[config.mk]
export PLATFORM = sky130hd
export DESIGN_NAME = measurement_handshake_io
export DESIGN_NICKNAME = d
export VERILOG_FILES = /design/src/hdl/meas_io_pkg.sv /design/src/hdl/fault_filter.sv /design/src/hdl/measurement_handshake_io.sv
export SDC_FILE = /design/constraint.sdc
export NUM_CORES = 1
export LEC_CHECK = 0
export BUFFER_PORTS_ARGS = -buffer_cell sky130_fd_sc_hd__buf_4
export CAP_MARGIN = 0
export CORE_MARGIN = 8
export CORE_UTILIZATION = 49
export DETAILED_ROUTE_END_ITERATION = 16
export HOLD_SLACK_MARGIN = 0.08
export PLACE_DENSITY = 0.74
export RECOVER_POWER = 25
export SYNTH_ARGS = -nofsm -noshare
export SYNTH_HDL_FRONTEND = slang
export SYNTH_SLANG_ARGS = --single-unit
[constraint.sdc]
create_clock -name clk_sys -period 20.4 [get_ports clk_sys]
set_clock_uncertainty 0.15 [all_clocks]
set_input_delay 6.12 -clock clk_sys [delete_from_list [all_inputs] [get_ports clk_sys]]
set_output_delay 6.12 -clock clk_sys [all_outputs]
set_load 0.01 [all_outputs]
[src/hdl/meas_io_pkg.sv]
// Constants and types for the measurement handshake port
package meas_io_pkg;
    localparam int CLK_HZ       = 200_000_000;
    localparam int CYC_PER_US   = CLK_HZ / 1_000_000;
    // Times in microseconds
    localparam int T_FAULT_US   = 1500;
    localparam int T_TRIG_MIN_US = 500;
    localparam int T_CALC_US    = 300;
    localparam int T_CALC_STAT_US = 300;
    localparam int T_CALC_REF_US = 150;
    localparam int T_SETTLE_US  = 10_000;
    localparam int T_EOM_XF_US  = 1000;
    localparam int T_EOM_F_US   = 5000;
    localparam int T_EOM_M50_US = 20_000;
    localparam int T_EOM_M60_US = 16_000;
    localparam int T_EOM_S_US   = 50_000;
    // Measuring time: [mode combined][rate][line60]
    localparam int T_MEAS_XF_C_US = 7800;
    localparam int T_MEAS_F_C_US  = 23_800;
    localparam int T_MEAS_M50_C_US = 83_800;
    localparam int T_MEAS_M60_C_US = 69_800;
    localparam int T_MEAS_S50_C_US = 258_800;
    localparam int T_MEAS_S60_C_US = 252_200;
    localparam int T_MEAS_XF_S_US = 3400;
    localparam int T_MEAS_F_S_US  = 11_400;
    localparam int T_MEAS_M50_S_US = 41_400;
    localparam int T_MEAS_M60_S_US = 34_400;
    localparam int T_MEAS_S50_S_US = 156_400;
    localparam int T_MEAS_S60_S_US = 149_800;
    // Averaging overlap k
    localparam int K_FAST_C_US  = 2800;
    localparam int K_FAST_S_US  = 1400;
    localparam int K_S50_C_US   = 57_800;
    localparam int K_S60_C_US   = 51_200;
    localparam int K_S50_S_US   = 56_400;
    localparam int K_S60_S_US   = 49_800;
    localparam logic [31:0] FAULT_CYC = 32'(T_FAULT_US * CYC_PER_US);
    localparam logic [31:0] CALC_CYC  = 32'(T_CALC_US * CYC_PER_US);
    localparam logic [31:0] CALC_STAT_CYC = 32'(T_CALC_STAT_US * CYC_PER_US);
    localparam logic [31:0] CALC_REF_CYC  = 32'(T_CALC_REF_US * CYC_PER_US);
    localparam logic [31:0] MS_CYC    = 32'(1000 * CYC_PER_US);
    localparam logic [31:0] FILT_CYC  = 32'(100 * CYC_PER_US);

    typedef enum logic [1:0] {
        RATE_XFAST = 2'b00,
        RATE_FAST  = 2'b01,
        RATE_MED   = 2'b10,
        RATE_SLOW  = 2'b11
    } rate_t;

    typedef enum logic [2:0] {
        ST_IDLE  = 3'b000,
        ST_DELAY = 3'b001,
        ST_MEAS  = 3'b010,
        ST_CALC  = 3'b011,
        ST_DONE  = 3'b100
    } phase_t;

    typedef struct packed {
        rate_t       rate;
        logic        line_60hz;
        logic        combined_mode;
        logic        ext_trigger;
        logic        eom_pulse;
        logic [15:0] eom_width_ms;
        logic        fault_realtime_mode;
        logic        stats_en;
        logic        ref_tol_en;
        logic [7:0]  avg_count;
        logic [31:0] delay_cyc;
    } meas_cfg_t;

    typedef struct packed {
        logic end_of_measurement_n;
        logic analog_done_n;
        logic fault_n;
        logic busy;
    } meas_out_t;

    // Cycles of the measuring phase for one setting
    function automatic logic [31:0] meas_cycles(meas_cfg_t c);
        int base;
        int k;
        int n;
        base = 0;
        k = 0;
        n = (c.avg_count == 8'h00) ? 1 : int'(c.avg_count);
        unique case (c.rate)
            RATE_XFAST: base = c.combined_mode ? T_MEAS_XF_C_US : T_MEAS_XF_S_US;
            RATE_FAST:  base = c.combined_mode ? T_MEAS_F_C_US : T_MEAS_F_S_US;
            RATE_MED: begin
                if (c.combined_mode) begin
                    base = c.line_60hz ? T_MEAS_M60_C_US : T_MEAS_M50_C_US;
                end else begin
                    base = c.line_60hz ? T_MEAS_M60_S_US : T_MEAS_M50_S_US;
                end
            end
            RATE_SLOW: begin
                if (c.combined_mode) begin
                    base = c.line_60hz ? T_MEAS_S60_C_US : T_MEAS_S50_C_US;
                end else begin
                    base = c.line_60hz ? T_MEAS_S60_S_US : T_MEAS_S50_S_US;
                end
            end
        endcase
        if (c.rate == RATE_SLOW) begin
            if (c.combined_mode) begin
                k = c.line_60hz ? K_S60_C_US : K_S50_C_US;
            end else begin
                k = c.line_60hz ? K_S60_S_US : K_S50_S_US;
            end
        end else begin
            k = c.combined_mode ? K_FAST_C_US : K_FAST_S_US;
        end
        if (!c.ext_trigger) begin
            n = 1;
        end
        return 32'((base - k) * n * CYC_PER_US + k * CYC_PER_US);
    endfunction

    // Cycles of hold-style end under internal trigger
    function automatic logic [31:0] eom_hold_cycles(meas_cfg_t c);
        int us;
        us = 0;
        unique case (c.rate)
            RATE_XFAST: us = T_EOM_XF_US;
            RATE_FAST:  us = T_EOM_F_US;
            RATE_MED:   us = c.line_60hz ? T_EOM_M60_US : T_EOM_M50_US;
            RATE_SLOW:  us = T_EOM_S_US;
        endcase
        return 32'(us * CYC_PER_US);
    endfunction
endpackage

[src/hdl/fault_filter.sv]
// Debounced fault level for real-time fault reporting
module fault_filter
    import meas_io_pkg::*;
(
    input  wire logic clk_sys,
    input  wire logic srst,
    input  wire logic ce,
    input  wire logic fault_raw,
    output logic      fault_stable
);
    typedef struct packed {
        logic        level;
        logic [31:0] cnt;
    } filt_state_t;

    filt_state_t st_reg;
    filt_state_t st_next;

    // ============================================================
    // Settling filter
    always_comb begin
        st_next = st_reg;
        if (fault_raw == st_reg.level) begin
            st_next.cnt = '0;
        end else if (st_reg.cnt + 32'h1 >= FILT_CYC) begin
            st_next.level = fault_raw;
            st_next.cnt   = '0;
        end else begin
            st_next.cnt = st_reg.cnt + 32'h1;
        end
    end

    always_ff @(posedge clk_sys) begin
        if (srst) begin
            st_reg <= '0;
        end else if (ce) begin
            st_reg <= st_next;
        end
    end

    assign fault_stable = st_reg.level;
endmodule

[src/hdl/measurement_handshake_io.sv]
// Measurement cycle sequencer and handshake outputs
module measurement_handshake_io
    import meas_io_pkg::*;
(
    input  wire logic      clk_sys,
    input  wire logic      srst,
    input  wire logic      ce,
    input  wire meas_cfg_t cfg,
    input  wire logic      trigger_n,
    input  wire logic      lead_fault,
    output meas_out_t      outs
);
    typedef struct packed {
        phase_t      phase;
        logic [31:0] cnt;
        logic [31:0] eom_cnt;
        logic        eom_active;
        logic        trig_prev;
        logic        meas_fault;
        logic        sync_fault_n;
        logic        eom_n;
        logic        done_n;
        logic        fault_out_n;
    } core_state_t;

    core_state_t st_reg;
    core_state_t st_next;
    logic        fault_stable;
    logic        trig_fall;
    logic [31:0] calc_cyc;

    fault_filter u_filter (
        .clk_sys      (clk_sys),
        .srst         (srst),
        .ce           (ce),
        .fault_raw    (lead_fault),
        .fault_stable (fault_stable)
    );

    assign calc_cyc = CALC_CYC + (cfg.stats_en ? CALC_STAT_CYC : 32'h0)
                    + (cfg.ref_tol_en ? CALC_REF_CYC : 32'h0);

    // falling edge of trigger, external only
    assign trig_fall = cfg.ext_trigger && st_reg.trig_prev && !trigger_n;

    // ============================================================
    // Sequencer
    always_comb begin
        st_next = st_reg;
        st_next.trig_prev = trigger_n;
        // End output timing
        if (st_reg.eom_active) begin
            if (cfg.ext_trigger && !cfg.eom_pulse) begin
                st_next.eom_n = 1'b0;
            end else if (st_reg.eom_cnt <= 32'h1) begin
                st_next.eom_active = 1'b0;
                st_next.eom_n      = 1'b1;
            end else begin
                st_next.eom_cnt = st_reg.eom_cnt - 32'h1;
            end
        end
        unique case (st_reg.phase)
            ST_IDLE: begin
                if (trig_fall || !cfg.ext_trigger) begin
                    if (trig_fall) begin
                        st_next.eom_active = 1'b0;
                        st_next.eom_n      = 1'b1;
                    end
                    st_next.done_n = 1'b1;
                    if (cfg.delay_cyc == 32'h0) begin
                        st_next.phase = ST_MEAS;
                        st_next.cnt   = meas_cycles(cfg);
                    end else begin
                        st_next.phase = ST_DELAY;
                        st_next.cnt   = cfg.delay_cyc;
                    end
                    st_next.meas_fault = 1'b0;
                end
            end
            ST_DELAY: begin
                if (st_reg.cnt <= 32'h1) begin
                    st_next.phase = ST_MEAS;
                    st_next.cnt   = meas_cycles(cfg);
                end else begin
                    st_next.cnt = st_reg.cnt - 32'h1;
                end
            end
            ST_MEAS: begin
                if (lead_fault) begin
                    st_next.meas_fault = 1'b1;
                end
                if (st_reg.cnt <= 32'h1) begin
                    st_next.phase  = ST_CALC;
                    st_next.cnt    = calc_cyc;
                    st_next.done_n = 1'b0;
                end else begin
                    st_next.cnt = st_reg.cnt - 32'h1;
                end
            end
            ST_CALC: begin
                if (st_reg.cnt <= 32'h1) begin
                    st_next.phase = ST_DONE;
                end else begin
                    st_next.cnt = st_reg.cnt - 32'h1;
                end
            end
            ST_DONE: begin
                st_next.sync_fault_n = !st_reg.meas_fault;
                st_next.eom_n        = 1'b0;
                st_next.eom_active   = 1'b1;
                st_next.eom_cnt = cfg.eom_pulse
                    ? 32'(cfg.eom_width_ms) * MS_CYC
                    : eom_hold_cycles(cfg);
                st_next.phase = ST_IDLE;
            end
            default: st_next.phase = ST_IDLE;
        endcase
        if (cfg.fault_realtime_mode) begin
            st_next.fault_out_n = !fault_stable;
        end else begin
            st_next.fault_out_n = st_next.sync_fault_n;
        end
    end

    always_ff @(posedge clk_sys) begin
        if (srst) begin
            st_reg <= '{phase: ST_IDLE, cnt: 32'h0, eom_cnt: 32'h0,
                        eom_active: 1'b0, trig_prev: 1'b1,
                        meas_fault: 1'b0, sync_fault_n: 1'b1,
                        eom_n: 1'b1, done_n: 1'b1, fault_out_n: 1'b1};
        end else if (ce) begin
            st_reg <= st_next;
        end
    end

    assign outs.end_of_measurement_n = st_reg.eom_n;
    assign outs.analog_done_n        = st_reg.done_n;
    assign outs.fault_n              = st_reg.fault_out_n;
    assign outs.busy                 = (st_reg.phase != ST_IDLE);
endmodule

Yosys cells after proc, flatten, opt, wreduce, memory -nomap -nowiden
Cells that the tools add are included.

operators by class
  add/sub/neg operators = 9
  multipliers = 8
  divide/modulo/power cells = 0
  $lt $le $gt $ge = 3
  eq/ne operators = 16
  shifts and indexed selects = 0
  muxes and demuxes = 70
  bitwise operators = 1
  reductions and logical operators = 23

operator list
  cell                                                                                   number
  32-bit 2-to-1 mux                                                                      24
  32-bit one-hot mux with 4 select lines                                                 3
  32-bit by 6-bit multiplier with 29-bit output, second input constant                   5
  14-bit 2-to-1 mux                                                                      5
  33-bit 2-to-1 mux                                                                      2
  32-bit adder                                                                           2
  32-bit by 1-bit <= comparator with 1-bit output, second input constant                 2
  32-bit by 32-bit multiplier with 32-bit output                                         2
  32-bit by 1-bit subtractor with 32-bit output, second input constant                   2
  32-bit subtractor                                                                      2
  15-bit 2-to-1 mux                                                                      4
  35-bit 2-to-1 mux                                                                      1
  17-bit 2-to-1 mux                                                                      2
  34-bit 2-to-1 mux                                                                      1
  32-bit by 1-bit adder with 32-bit output, second input constant                        1
  32-bit by 15-bit greater-or-equal comparator with 1-bit output, second input constant  1
  32-bit logical NOT                                                                     1
  16-bit 2-to-1 mux                                                                      2
  16-bit by 12-bit multiplier with 26-bit output, second input constant                  1
  13-bit 2-to-1 mux                                                                      2
  17-bit by 15-bit adder with 18-bit output                                              1
  16-bit by 16-bit adder with 17-bit output, first input constant                        1
  8-bit 2-to-1 mux                                                                       2
  4-bit AND reduction                                                                    4
  other kinds (26)                                                                       57

word-level totals
  flip-flop bits (word level) = 107
  latch bits = 0
  bits in writable memories = 0
  ROM bits = 0
  input bits = 70
  output and inout bits = 4
  word-level logic and storage cells = 142
  memories kept = 0

Depth between registers and ports, before layout
Gate-level depths: netlist (run 1).

  word-level depth = 13
  mapped depth = 56
  depth with buffers taken out = 55

Modules after synthesis
From an unflattened synthesis (run 1), not the netlist that was laid out.

unflattened totals
  cells, all modules = 2819
  area total of the unflattened synthesis = 22305.1 µm²

by module, submodules not included
  module                    times used  cells each  area each (µm²)  sequential area each (µm²)
  measurement_handshake_io  1           2589        20410.8          1481.4
  fault_filter              1           230         1894.3           660.6

Worst setup path before layout (run 1)
OpenSTA, ideal clock, no wires.

  path kind = input port to flip-flop
  start = in cfg[61] (netlist name)
  end = reg st_reg[65] (netlist name)
  setup time = 0.137 ns
  data arrival time = 16.980 ns
  data required time = 20.113 ns
  path slack = 3.132 ns
  cell stages on the path = 55
  buffers on the path = 1
  path through = clkbuf_1 -> inv_1 -> ha_1 -> inv_1 -> a21o_1 -> inv_1 -> ha_1 -> fa_1 -> nor2b_1 -> o2111a_1 -> nor3_1 -> nor2b_1 -> o21ai_0 -> nand2b_1 -> xnor2_1 -> nor2_1 -> fa_1 -> inv_1 -> [19 not listed] -> ha_1 -> ha_1 -> o211ai_1 -> nor2_1 -> o21ai_0 -> nand2_1 -> a21o_1 -> a21oi_1 -> xnor2_1 -> ha_1 -> a211o_1 -> nor2_1 -> o211ai_1 -> a31oi_1 -> nor2_1 -> xnor2_1 -> a222oi_1 -> a211oi_1

on the way
  cells in the longest elaborated chain, start to end = 12
  elaborated cells on any way between the ends = 32
  classes of those cells = add/sub (4); mul (6); mux (22)

ends and longest elaborated chain
  element                                                                             line                                   RTL
  start, declared                                                                     measurement_handshake_io.sv:8          input wire meas_cfg_t cfg,
  17-bit 2-to-1 mux (tied with other cells)                                           meas_io_pkg.sv:99                      if (c.combined_mode) begin
  32-bit one-hot mux with 4 select lines / 16-bit 2-to-1 mux (equally long branches)  meas_io_pkg.sv:88, meas_io_pkg.sv:106
  32-bit 2-to-1 mux                                                                   measurement_handshake_io.sv:70         if (cfg.delay_cyc == 32'h0) begin
  32-bit 2-to-1 mux                                                                   measurement_handshake_io.sv:64         if (trig_fall || !cfg.ext_trigger) begin
  32-bit 2-to-1 mux                                                                   measurement_handshake_io.sv:62         unique case (st_reg.phase)
  32-bit subtractor                                                                   meas_io_pkg.sv:118                     return 32'((base - k) * n * CYC_PER_US + k * CYC_PER_US);
  32-bit by 32-bit multiplier with 32-bit output                                      meas_io_pkg.sv:118
  32-bit by 6-bit multiplier with 29-bit output                                       meas_io_pkg.sv:118
  32-bit adder                                                                        meas_io_pkg.sv:118
  34-bit 2-to-1 mux                                                                   measurement_handshake_io.sv:70
  35-bit 2-to-1 mux                                                                   measurement_handshake_io.sv:64
  32-bit one-hot mux with 4 select lines (*)                                          measurement_handshake_io.sv:62
  end signal, assigned                                                                measurement_handshake_io.sv:127        st_reg <= '{phase: ST_IDLE, cnt: 32'h0, eom_cnt: 32'h0,
  end signal, assigned                                                                measurement_handshake_io.sv:132        st_reg <= st_next;
  end, declared                                                                       measurement_handshake_io.sv:26         core_state_t st_reg;

Mark *: on every way between the ends. The rest lies on a longest branch, timed or not. The select of a mux whose other input is x is not followed.
A chain may end at the register's enable or synchronous reset.

Worst setup path in the final report (run 1)
  start = in cfg[64] (netlist name)
  end = reg st_reg[68] (netlist name)

on the way
  cells in the longest elaborated chain, start to end = 12
  elaborated cells on any way between the ends = 30
  classes of those cells = add/sub (4); mul (6); eq/ne (3); mux (16); reduce/logical (1)

ends and longest elaborated chain
  element                                                                             line
  2-bit == test (tied with other cells)                                               meas_io_pkg.sv:88, meas_io_pkg.sv:106
  32-bit one-hot mux with 4 select lines / 16-bit 2-to-1 mux (equally long branches)  meas_io_pkg.sv:88, meas_io_pkg.sv:106
  32-bit 2-to-1 mux                                                                   measurement_handshake_io.sv:70
  32-bit 2-to-1 mux                                                                   measurement_handshake_io.sv:64
  32-bit 2-to-1 mux                                                                   measurement_handshake_io.sv:62
  32-bit subtractor                                                                   meas_io_pkg.sv:118
  32-bit by 32-bit multiplier with 32-bit output                                      meas_io_pkg.sv:118
  32-bit by 6-bit multiplier with 29-bit output                                       meas_io_pkg.sv:118
  32-bit adder                                                                        meas_io_pkg.sv:118
  34-bit 2-to-1 mux                                                                   measurement_handshake_io.sv:70
  35-bit 2-to-1 mux                                                                   measurement_handshake_io.sv:64
  32-bit one-hot mux with 4 select lines (*)                                          measurement_handshake_io.sv:62

Marks and branches as above.

==> flow_summary.toml, run 1 <==
[final_layout]
drive_gt1_frac = 0.0511
final_common_cell = "inv_1"
area_growth_pct = 5.97
final_cell_mix = "inv_1 (408), ha_1 (389), nor2_1 (219), nand2_1 (214), fa_1 (189)"
largest_reg_flops = 71
fill_cells = 4264
antenna_cells = 0
fin_nets = 3425
fin_area_um2 = 23400

[global_route]
grt_first_pass_wirelength_um = 95700
grt_usage = 0.214
grt_pass1_vias = 19500
antenna_found_initial = 0
gr-total-overflow = 0
grt_max_degree = 75

[logic_synthesis]
synth-seq-cells = 107
syn-num-nets = 3419
syn_area_um2 = 22100
syn_inst = 2771
syn_area_per_cell_um2 = 7.97
ys_types = 88
synth_edf_count = 0
synthTopCellsByArea = "ha_1 (22%), fa_1 (17%), dfxtp_1 (9.7%)"
yosys_warnings = 0
synth_top_cell_area_share = 0.220
synth-seq-area-share = 0.0970
ys.flop_type = "dfxtp_1"
async_flop_share = 0
synth_top_area_cell = "ha_1"

[floorplanning]
rows = 78
dieArea_um2 = 52100
die_w_um = 228
fp.dieH_um = 228
design.core.area_um2 = 44900
start_util = 0.492
pin_count = 74

[worst_hold_path]
worstHoldPathType = "reg -> reg"

[flow_run]
maxCapViolations = 2

[critical_path]
required_ns = 20.32
crit_type = "in -> reg"
start_kind = "primary input"
cp_max_fo = 19
crit_path_end_kind = "register"
arrival_ns = 18.65
cpMaxStageDelayCell = "fa_1"
worst_path_most_repeated_cell = "ha_1"
slowest_delay_ns = 0.56

[cts]
clock-root-buffer = "clkbuf_16"
clkTransAtPathRegs_ns = 0.07
cts_sinks = 107
cts_setup_buffers = 0
holdBufCountCts = 0
htreeDepth = 3
cts_resized = 0
clockBufferDepth = 2
insertion_delay_ns = 0.36
cts_buffers = 9
cts_tree = "done"

[timing]
rsz0062_at_grt = "no"
hold_slack_ns = 0.324
finalMaxSlewViolations = 106
timing.final.ws_setup_ns = 1.67
fin_crit_ns = 18.73
worst_pin_slew_ns = 3.71
setup_tns_ns = 0
setup-violations-final = 0
fin_crit_sh = 0.918
hold_viol_final = 0
relSlewSlack = -1.47
fmax_mhz = 53.4

[run_status]
outcome = "finished with violations"
violations = "max-capacitance violations, max-slew violations"

[placement]
dpl-instance-area_um2 = 23100
io_buffers = 73
dp_hpwl_um = 46700
place_ws_ns = 1.57
gp_congestion = 0.931

[route]
firstDrtPassIters = 5
wl_per_cell_um = 16.8
vias = 19400
antenna_left = 0
drcViolationCount = 0
drtIter0Drc = 1561
viasPerCell = 5.72
wirelength_um = 56700
cell usage after synthesis, drive strengths merged, types with 17 or more instances:
cell type / n
inv: 410
nand2: 215
or2: 27
o21ai: 132
xor2: 53
nor2: 220
nor3: 74
clkbuf: 69
ha: 389
xnor2: 127
nand4: 17
o31ai: 17
buf: 21
a31oi: 25
and2: 43
a22oi: 17
a211oi: 25
a21oi: 178
dfxtp: 107
a21o: 48
nor2b: 37
and3: 20
o21bai: 19
fa: 189
o22ai: 17
nor4: 25
nand2b: 36
nand3: 53
per-stage QoR:
stage	instances	utilization
after detailed placement	3366	0.515
final	3381	0.521
after CTS	3381	0.522
after floorplan	2771	-
after global routing	3381	0.521
after global placement	3366	0.515
path summary, 6_finish.rpt:
check	cells past startpoint	end	slack (ns)	from
min	2	st_reg[15]$_SDFFE_PP0P_	0.32	st_reg[15]$_SDFFE_PP0P_
max reg2reg	12	u_filter.st_reg[14]$_SDFFE_PP0P_	16.43	u_filter.st_reg[0]$_SDFFE_PP0P_
max	49	st_reg[68]$_SDFFE_PP0P_	1.67	cfg[64]
min reg2reg	2	st_reg[15]$_SDFFE_PP0P_	0.32	st_reg[15]$_SDFFE_PP0P_
layout make-up:
cell class,count,area [um^2],area share
Sequential cell,107,2140,0.0915
Clock buffer,9,225,0.00962
Tap cell,600,751,0.0321
Multi-Input combinational cell,2162,18000,0.770
Inverter,412,1550,0.0661
Clock inverter,6,96.3,0.00412
Timing Repair Buffer,85,616,0.0263
cells by family after synthesis:
family                   after synthesis  share of synthesized area
adder cells (fa/ha/maj)              579                      0.392
buffers and inverters                502                     0.0870
AO/OA/AOI/OAI                        588                      0.170
flip-flops                           107                     0.0970
XOR/XNOR                             182                     0.0735
AND/OR/NAND/NOR                      799                      0.174
multiplexers                          14                    0.00634
critical path: cells and delay by family:
| family | cells | cell delay, ns |
|---|---|---|
| fa+ha+maj | 15 | 5.99 |
| buf+inv | 6 | 0.70 |
| xor+xnor | 4 | 0.99 |
| compound gates | 16 | 3.69 |
| simple gates | 8 | 1.15 |
metal layers:
layer  track usage  wire [um]  vias to the layer above
met3        0.0264       3580                       79
met5             0          0                        -
li1              -          -                     9408
met4        0.0491       1010                        0
met2         0.344      25500                      643
met1         0.304      26700                     9221
Power of run 1 is not shown: default switching activity piles up to over one toggle a cycle in this logic, so the estimate is an artifact.
==> run 2, diff against run 1 <==
- CORE_UTILIZATION: 49 -> 65
- PLACE_DENSITY: 0.74 -> 0.92
==> flow_summary.toml, run 2 (synthesis results as in run 1) <==
[route]
firstDrtPassIters = 6
drtIter0Drc = 1917
drcViolationCount = 0
viasPerCell = 6.18
antenna_left = 0
vias = 19900
wl_per_cell_um = 17.8
wirelength_um = 57500

[global_route]
gr-total-overflow = 0
grt_usage = 0.281
grt_pass1_vias = 20200
grt_first_pass_wirelength_um = 96600
grt_max_degree = 77
antenna_found_initial = 0

[critical_path]
cpMaxStageDelayCell = "xnor2_1"
crit_path_end_kind = "register"
worst_path_most_repeated_cell = "ha_1"
crit_type = "in -> reg"
required_ns = 20.30
cp_max_fo = 22
arrival_ns = 18.83
slowest_delay_ns = 0.79
start_kind = "primary input"

[final_layout]
multi_input_area_um2 = 18000
largest_reg_flops = 71
area_growth_pct = 5.06
final_common_cell = "inv_1"
seqCellArea_um2 = 2140
antenna_cells = 0
fill_cells = 2597
fin_area_um2 = 23200
drive_gt1_frac = 0.0511
fin_nets = 3423
final_cell_mix = "inv_1 (408), ha_1 (389), nor2_1 (219), nand2_1 (214), fa_1 (189)"

[cts]
cts_resized = 0
cts_buffers = 9
clkTransAtPathRegs_ns = 0.09
htreeDepth = 3
holdBufCountCts = 0
cts_tree = "done"
clock-root-buffer = "clkbuf_16"
insertion_delay_ns = 0.36
clockBufferDepth = 2
cts_setup_buffers = 0
cts_sinks = 107

[timing]
setup_tns_ns = 0
hold_slack_ns = 0.324
rsz0062_at_grt = "no"
hold_viol_final = 0
finalMaxSlewViolations = 77
worst_pin_slew_ns = 3.69
fin_crit_sh = 0.928
fin_crit_ns = 18.92
fmax_mhz = 52.8
relSlewSlack = -1.46
setup-violations-final = 0

[run_status]
outcome = "finished with violations"
violations = "max-capacitance violations, max-slew violations"

[worst_hold_path]
worstHoldPathType = "reg -> reg"

[floorplanning]
rows = 67
start_util = 0.659
die_w_um = 200
design.core.area_um2 = 33500
fp.dieH_um = 200
pin_count = 74
dieArea_um2 = 40100

[placement]
dpl-instance-area_um2 = 22900
io_buffers = 73
dp_hpwl_um = 47200
gp_congestion = 0.966

[flow_run]
maxCapViolations = 1
run 2: changes by cell type in the layout (fill, tap and decap cells not counted), sizes merged:
cell / before / now
clkinv: 3 / 6
buf: 79 / 78
bufinv: 2 / 1
clkbuf: 15 / 14
clkinvlp: 1 / 0
run 2: critical path, delay by kind of cell:
| kind | cells | cell delay (ns) |
|---|---|---|
| compound gates | 19 | 3.80 |
| xor+xnor | 4 | 1.43 |
| fa+ha+maj | 14 | 5.74 |
| buf+inv | 6 | 0.87 |
| simple gates | 6 | 0.84 |
run 2: per-layer routing:
metal	up-vias	wire [um]	GRT usage	share of wire
li1	9409	-	-	-
met1	9451	24500	0.376	0.43
met2	934	26300	0.456	0.46
met3	151	5190	0.0513	0.090
met4	0	1530	0.0825	0.027
met5	-	0	0	0
run 2: worst paths after layout:
check                               start                 endpoint  slack (ns)  cells after the start
setup reg to reg  st_reg[62]$_SDFFE_PP0P_  st_reg[45]$_SDFFE_PP0P_       16.41                     10
hold reg to reg   st_reg[15]$_SDFFE_PP0P_  st_reg[15]$_SDFFE_PP0P_        0.32                      2
hold / removal    st_reg[15]$_SDFFE_PP0P_  st_reg[15]$_SDFFE_PP0P_        0.32                      2
setup / recovery                  cfg[64]  st_reg[65]$_SDFFE_PP0P_        1.48                     49
run 2: final cells by class:
class                           instances  share of cell area
Multi-Input combinational cell       2162               0.777
Clock inverter                          7             0.00415
Sequential cell                       107              0.0923
Clock buffer                            9             0.00970
Tap cell                              448              0.0242
Timing Repair Buffer                   83              0.0260
Inverter                              412              0.0666
run 2: metrics by stage:
stage,util,worst slack (ns),std cells
floorplan,-,3.13,2771
global placement,0.683,1.93,3212
finish,0.692,1.48,3228
detailed placement,0.683,1.56,3212
CTS,0.693,1.87,3228
global route,0.692,0.739,3228
Power of run 2 is left out for the same reason.
==> run 3, diff against run 2 <==
- CAP_MARGIN: 0 -> default
- MAX_ROUTING_LAYER: default -> met4
- PLACE_DENSITY: 0.92 -> default
- PLACE_DENSITY_LB_ADDON: default -> 0.15
==> flow_summary.toml, run 3 (synthesis results as in run 1) <==
[run_status]
outcome = "finished with violations"
violations = "max-capacitance violations, max-slew violations"

[critical_path]
critPathBufInv = 8
r2r_start = "st_reg[62]$_SDFFE_PP0P_"
crit_path_end_kind = "register"
required_ns = 20.32
arrival_ns = 18.90
crit_path_start = "cfg[64]"
slowest_delay_ns = 0.70
worst_path_most_repeated_cell = "ha_1"
cp_max_fo = 22
start_kind = "primary input"
cpMaxStageDelayCell = "ha_1"
crit_family = "adder cells"
crit_type = "in -> reg"

[final_layout]
fill_cells = 2849
drive_gt1_frac = 0.0507
area_growth_pct = 4.90
antenna_cells = 0
final_common_cell = "inv_1"
seqCellArea_um2 = 2140
final_cell_mix = "inv_1 (408), ha_1 (389), nor2_1 (219), nand2_1 (214), fa_1 (189)"
largest_reg_flops = 71
fin_nets = 3423
multi_input_area_um2 = 18000

[floorplanning]
fp.dieH_um = 200
dieArea_um2 = 40100
design.core.area_um2 = 33500
pin_count = 74
start_util = 0.659
rows = 67
die_w_um = 200

[route]
viasPerCell = 5.99
firstDrtPassIters = 6
wl_per_cell_um = 17.8
wirelength_um = 57300
drcViolationCount = 0
antenna_left = 0
vias = 19300
drtIter0Drc = 1537

[timing]
finalMaxSlewViolations = 107
relSlewSlack = -1.51
setup_tns_ns = 0
setup-violations-final = 0
fmax_mhz = 52.7
worst_pin_slew_ns = 3.76
rsz0062_at_grt = "no"
fin_crit_ns = 18.98
hold_slack_ns = 0.316
hold_viol_final = 0
fin_crit_sh = 0.930

[cts]
holdBufCountCts = 0
htreeDepth = 3
cts_sinks = 107
cts_buffers = 9
insertion_delay_ns = 0.37
clockBufferDepth = 2
clkTransAtPathRegs_ns = 0.09
cts_tree = "done"
clock-root-buffer = "clkbuf_16"
cts_setup_buffers = 0
cts_resized = 0

[worst_hold_path]
worstHoldPathType = "reg -> reg"
min_from = "st_reg[3]$_SDFFE_PP1P_"

[global_route]
gr-total-overflow = 0
antenna_found_initial = 0
grt_usage = 0.292
grt_first_pass_wirelength_um = 96900
grt_pass1_vias = 19400
grt_max_degree = 76

[placement]
io_buffers = 73
gp_congestion = 0.961
dp_hpwl_um = 47500

[flow_run]
maxCapViolations = 2
run 3: metrics by stage:
stage | cell area [um^2] | util | std cells | setup WS (ns)
floorplan | 22100 | - | 2771 | 3.13
global placement | 22900 | 0.683 | 3212 | 1.54
detailed placement | 22900 | 0.683 | 3212 | 1.40
CTS | 23200 | 0.692 | 3228 | 1.71
global route | 23200 | 0.691 | 3228 | 0.727
finish | 23200 | 0.691 | 3228 | 1.42
run 3: layout make-up:
class | instances | share of cell area
Clock buffer | 11 | 0.0105
Clock inverter | 5 | 0.00194
Inverter | 412 | 0.0667
Multi-Input combinational cell | 2162 | 0.778
Sequential cell | 107 | 0.0924
Tap cell | 448 | 0.0242
Timing Repair Buffer | 83 | 0.0261
run 3: worst paths after layout:
check | end | slack [ns] | cells after the start
setup / recovery | st_reg[65]$_SDFFE_PP0P_ | 1.42 | 52
hold / removal | st_reg[3]$_SDFFE_PP1P_ | 0.32 | 1
setup reg to reg | st_reg[45]$_SDFFE_PP0P_ | 16.39 | 10
hold reg to reg | st_reg[3]$_SDFFE_PP1P_ | 0.32 | 1
run 3: layer usage:
metal | up-vias | global-route usage | share of wire
li1 | 9417 | - | -
met1 | 9178 | 0.403 | 0.46
met2 | 672 | 0.460 | 0.46
met3 | 73 | 0.0384 | 0.066
met4 | 0 | 0.0541 | 0.014
met5 | - | - | 0
Power of run 3 is left out for the same reason.
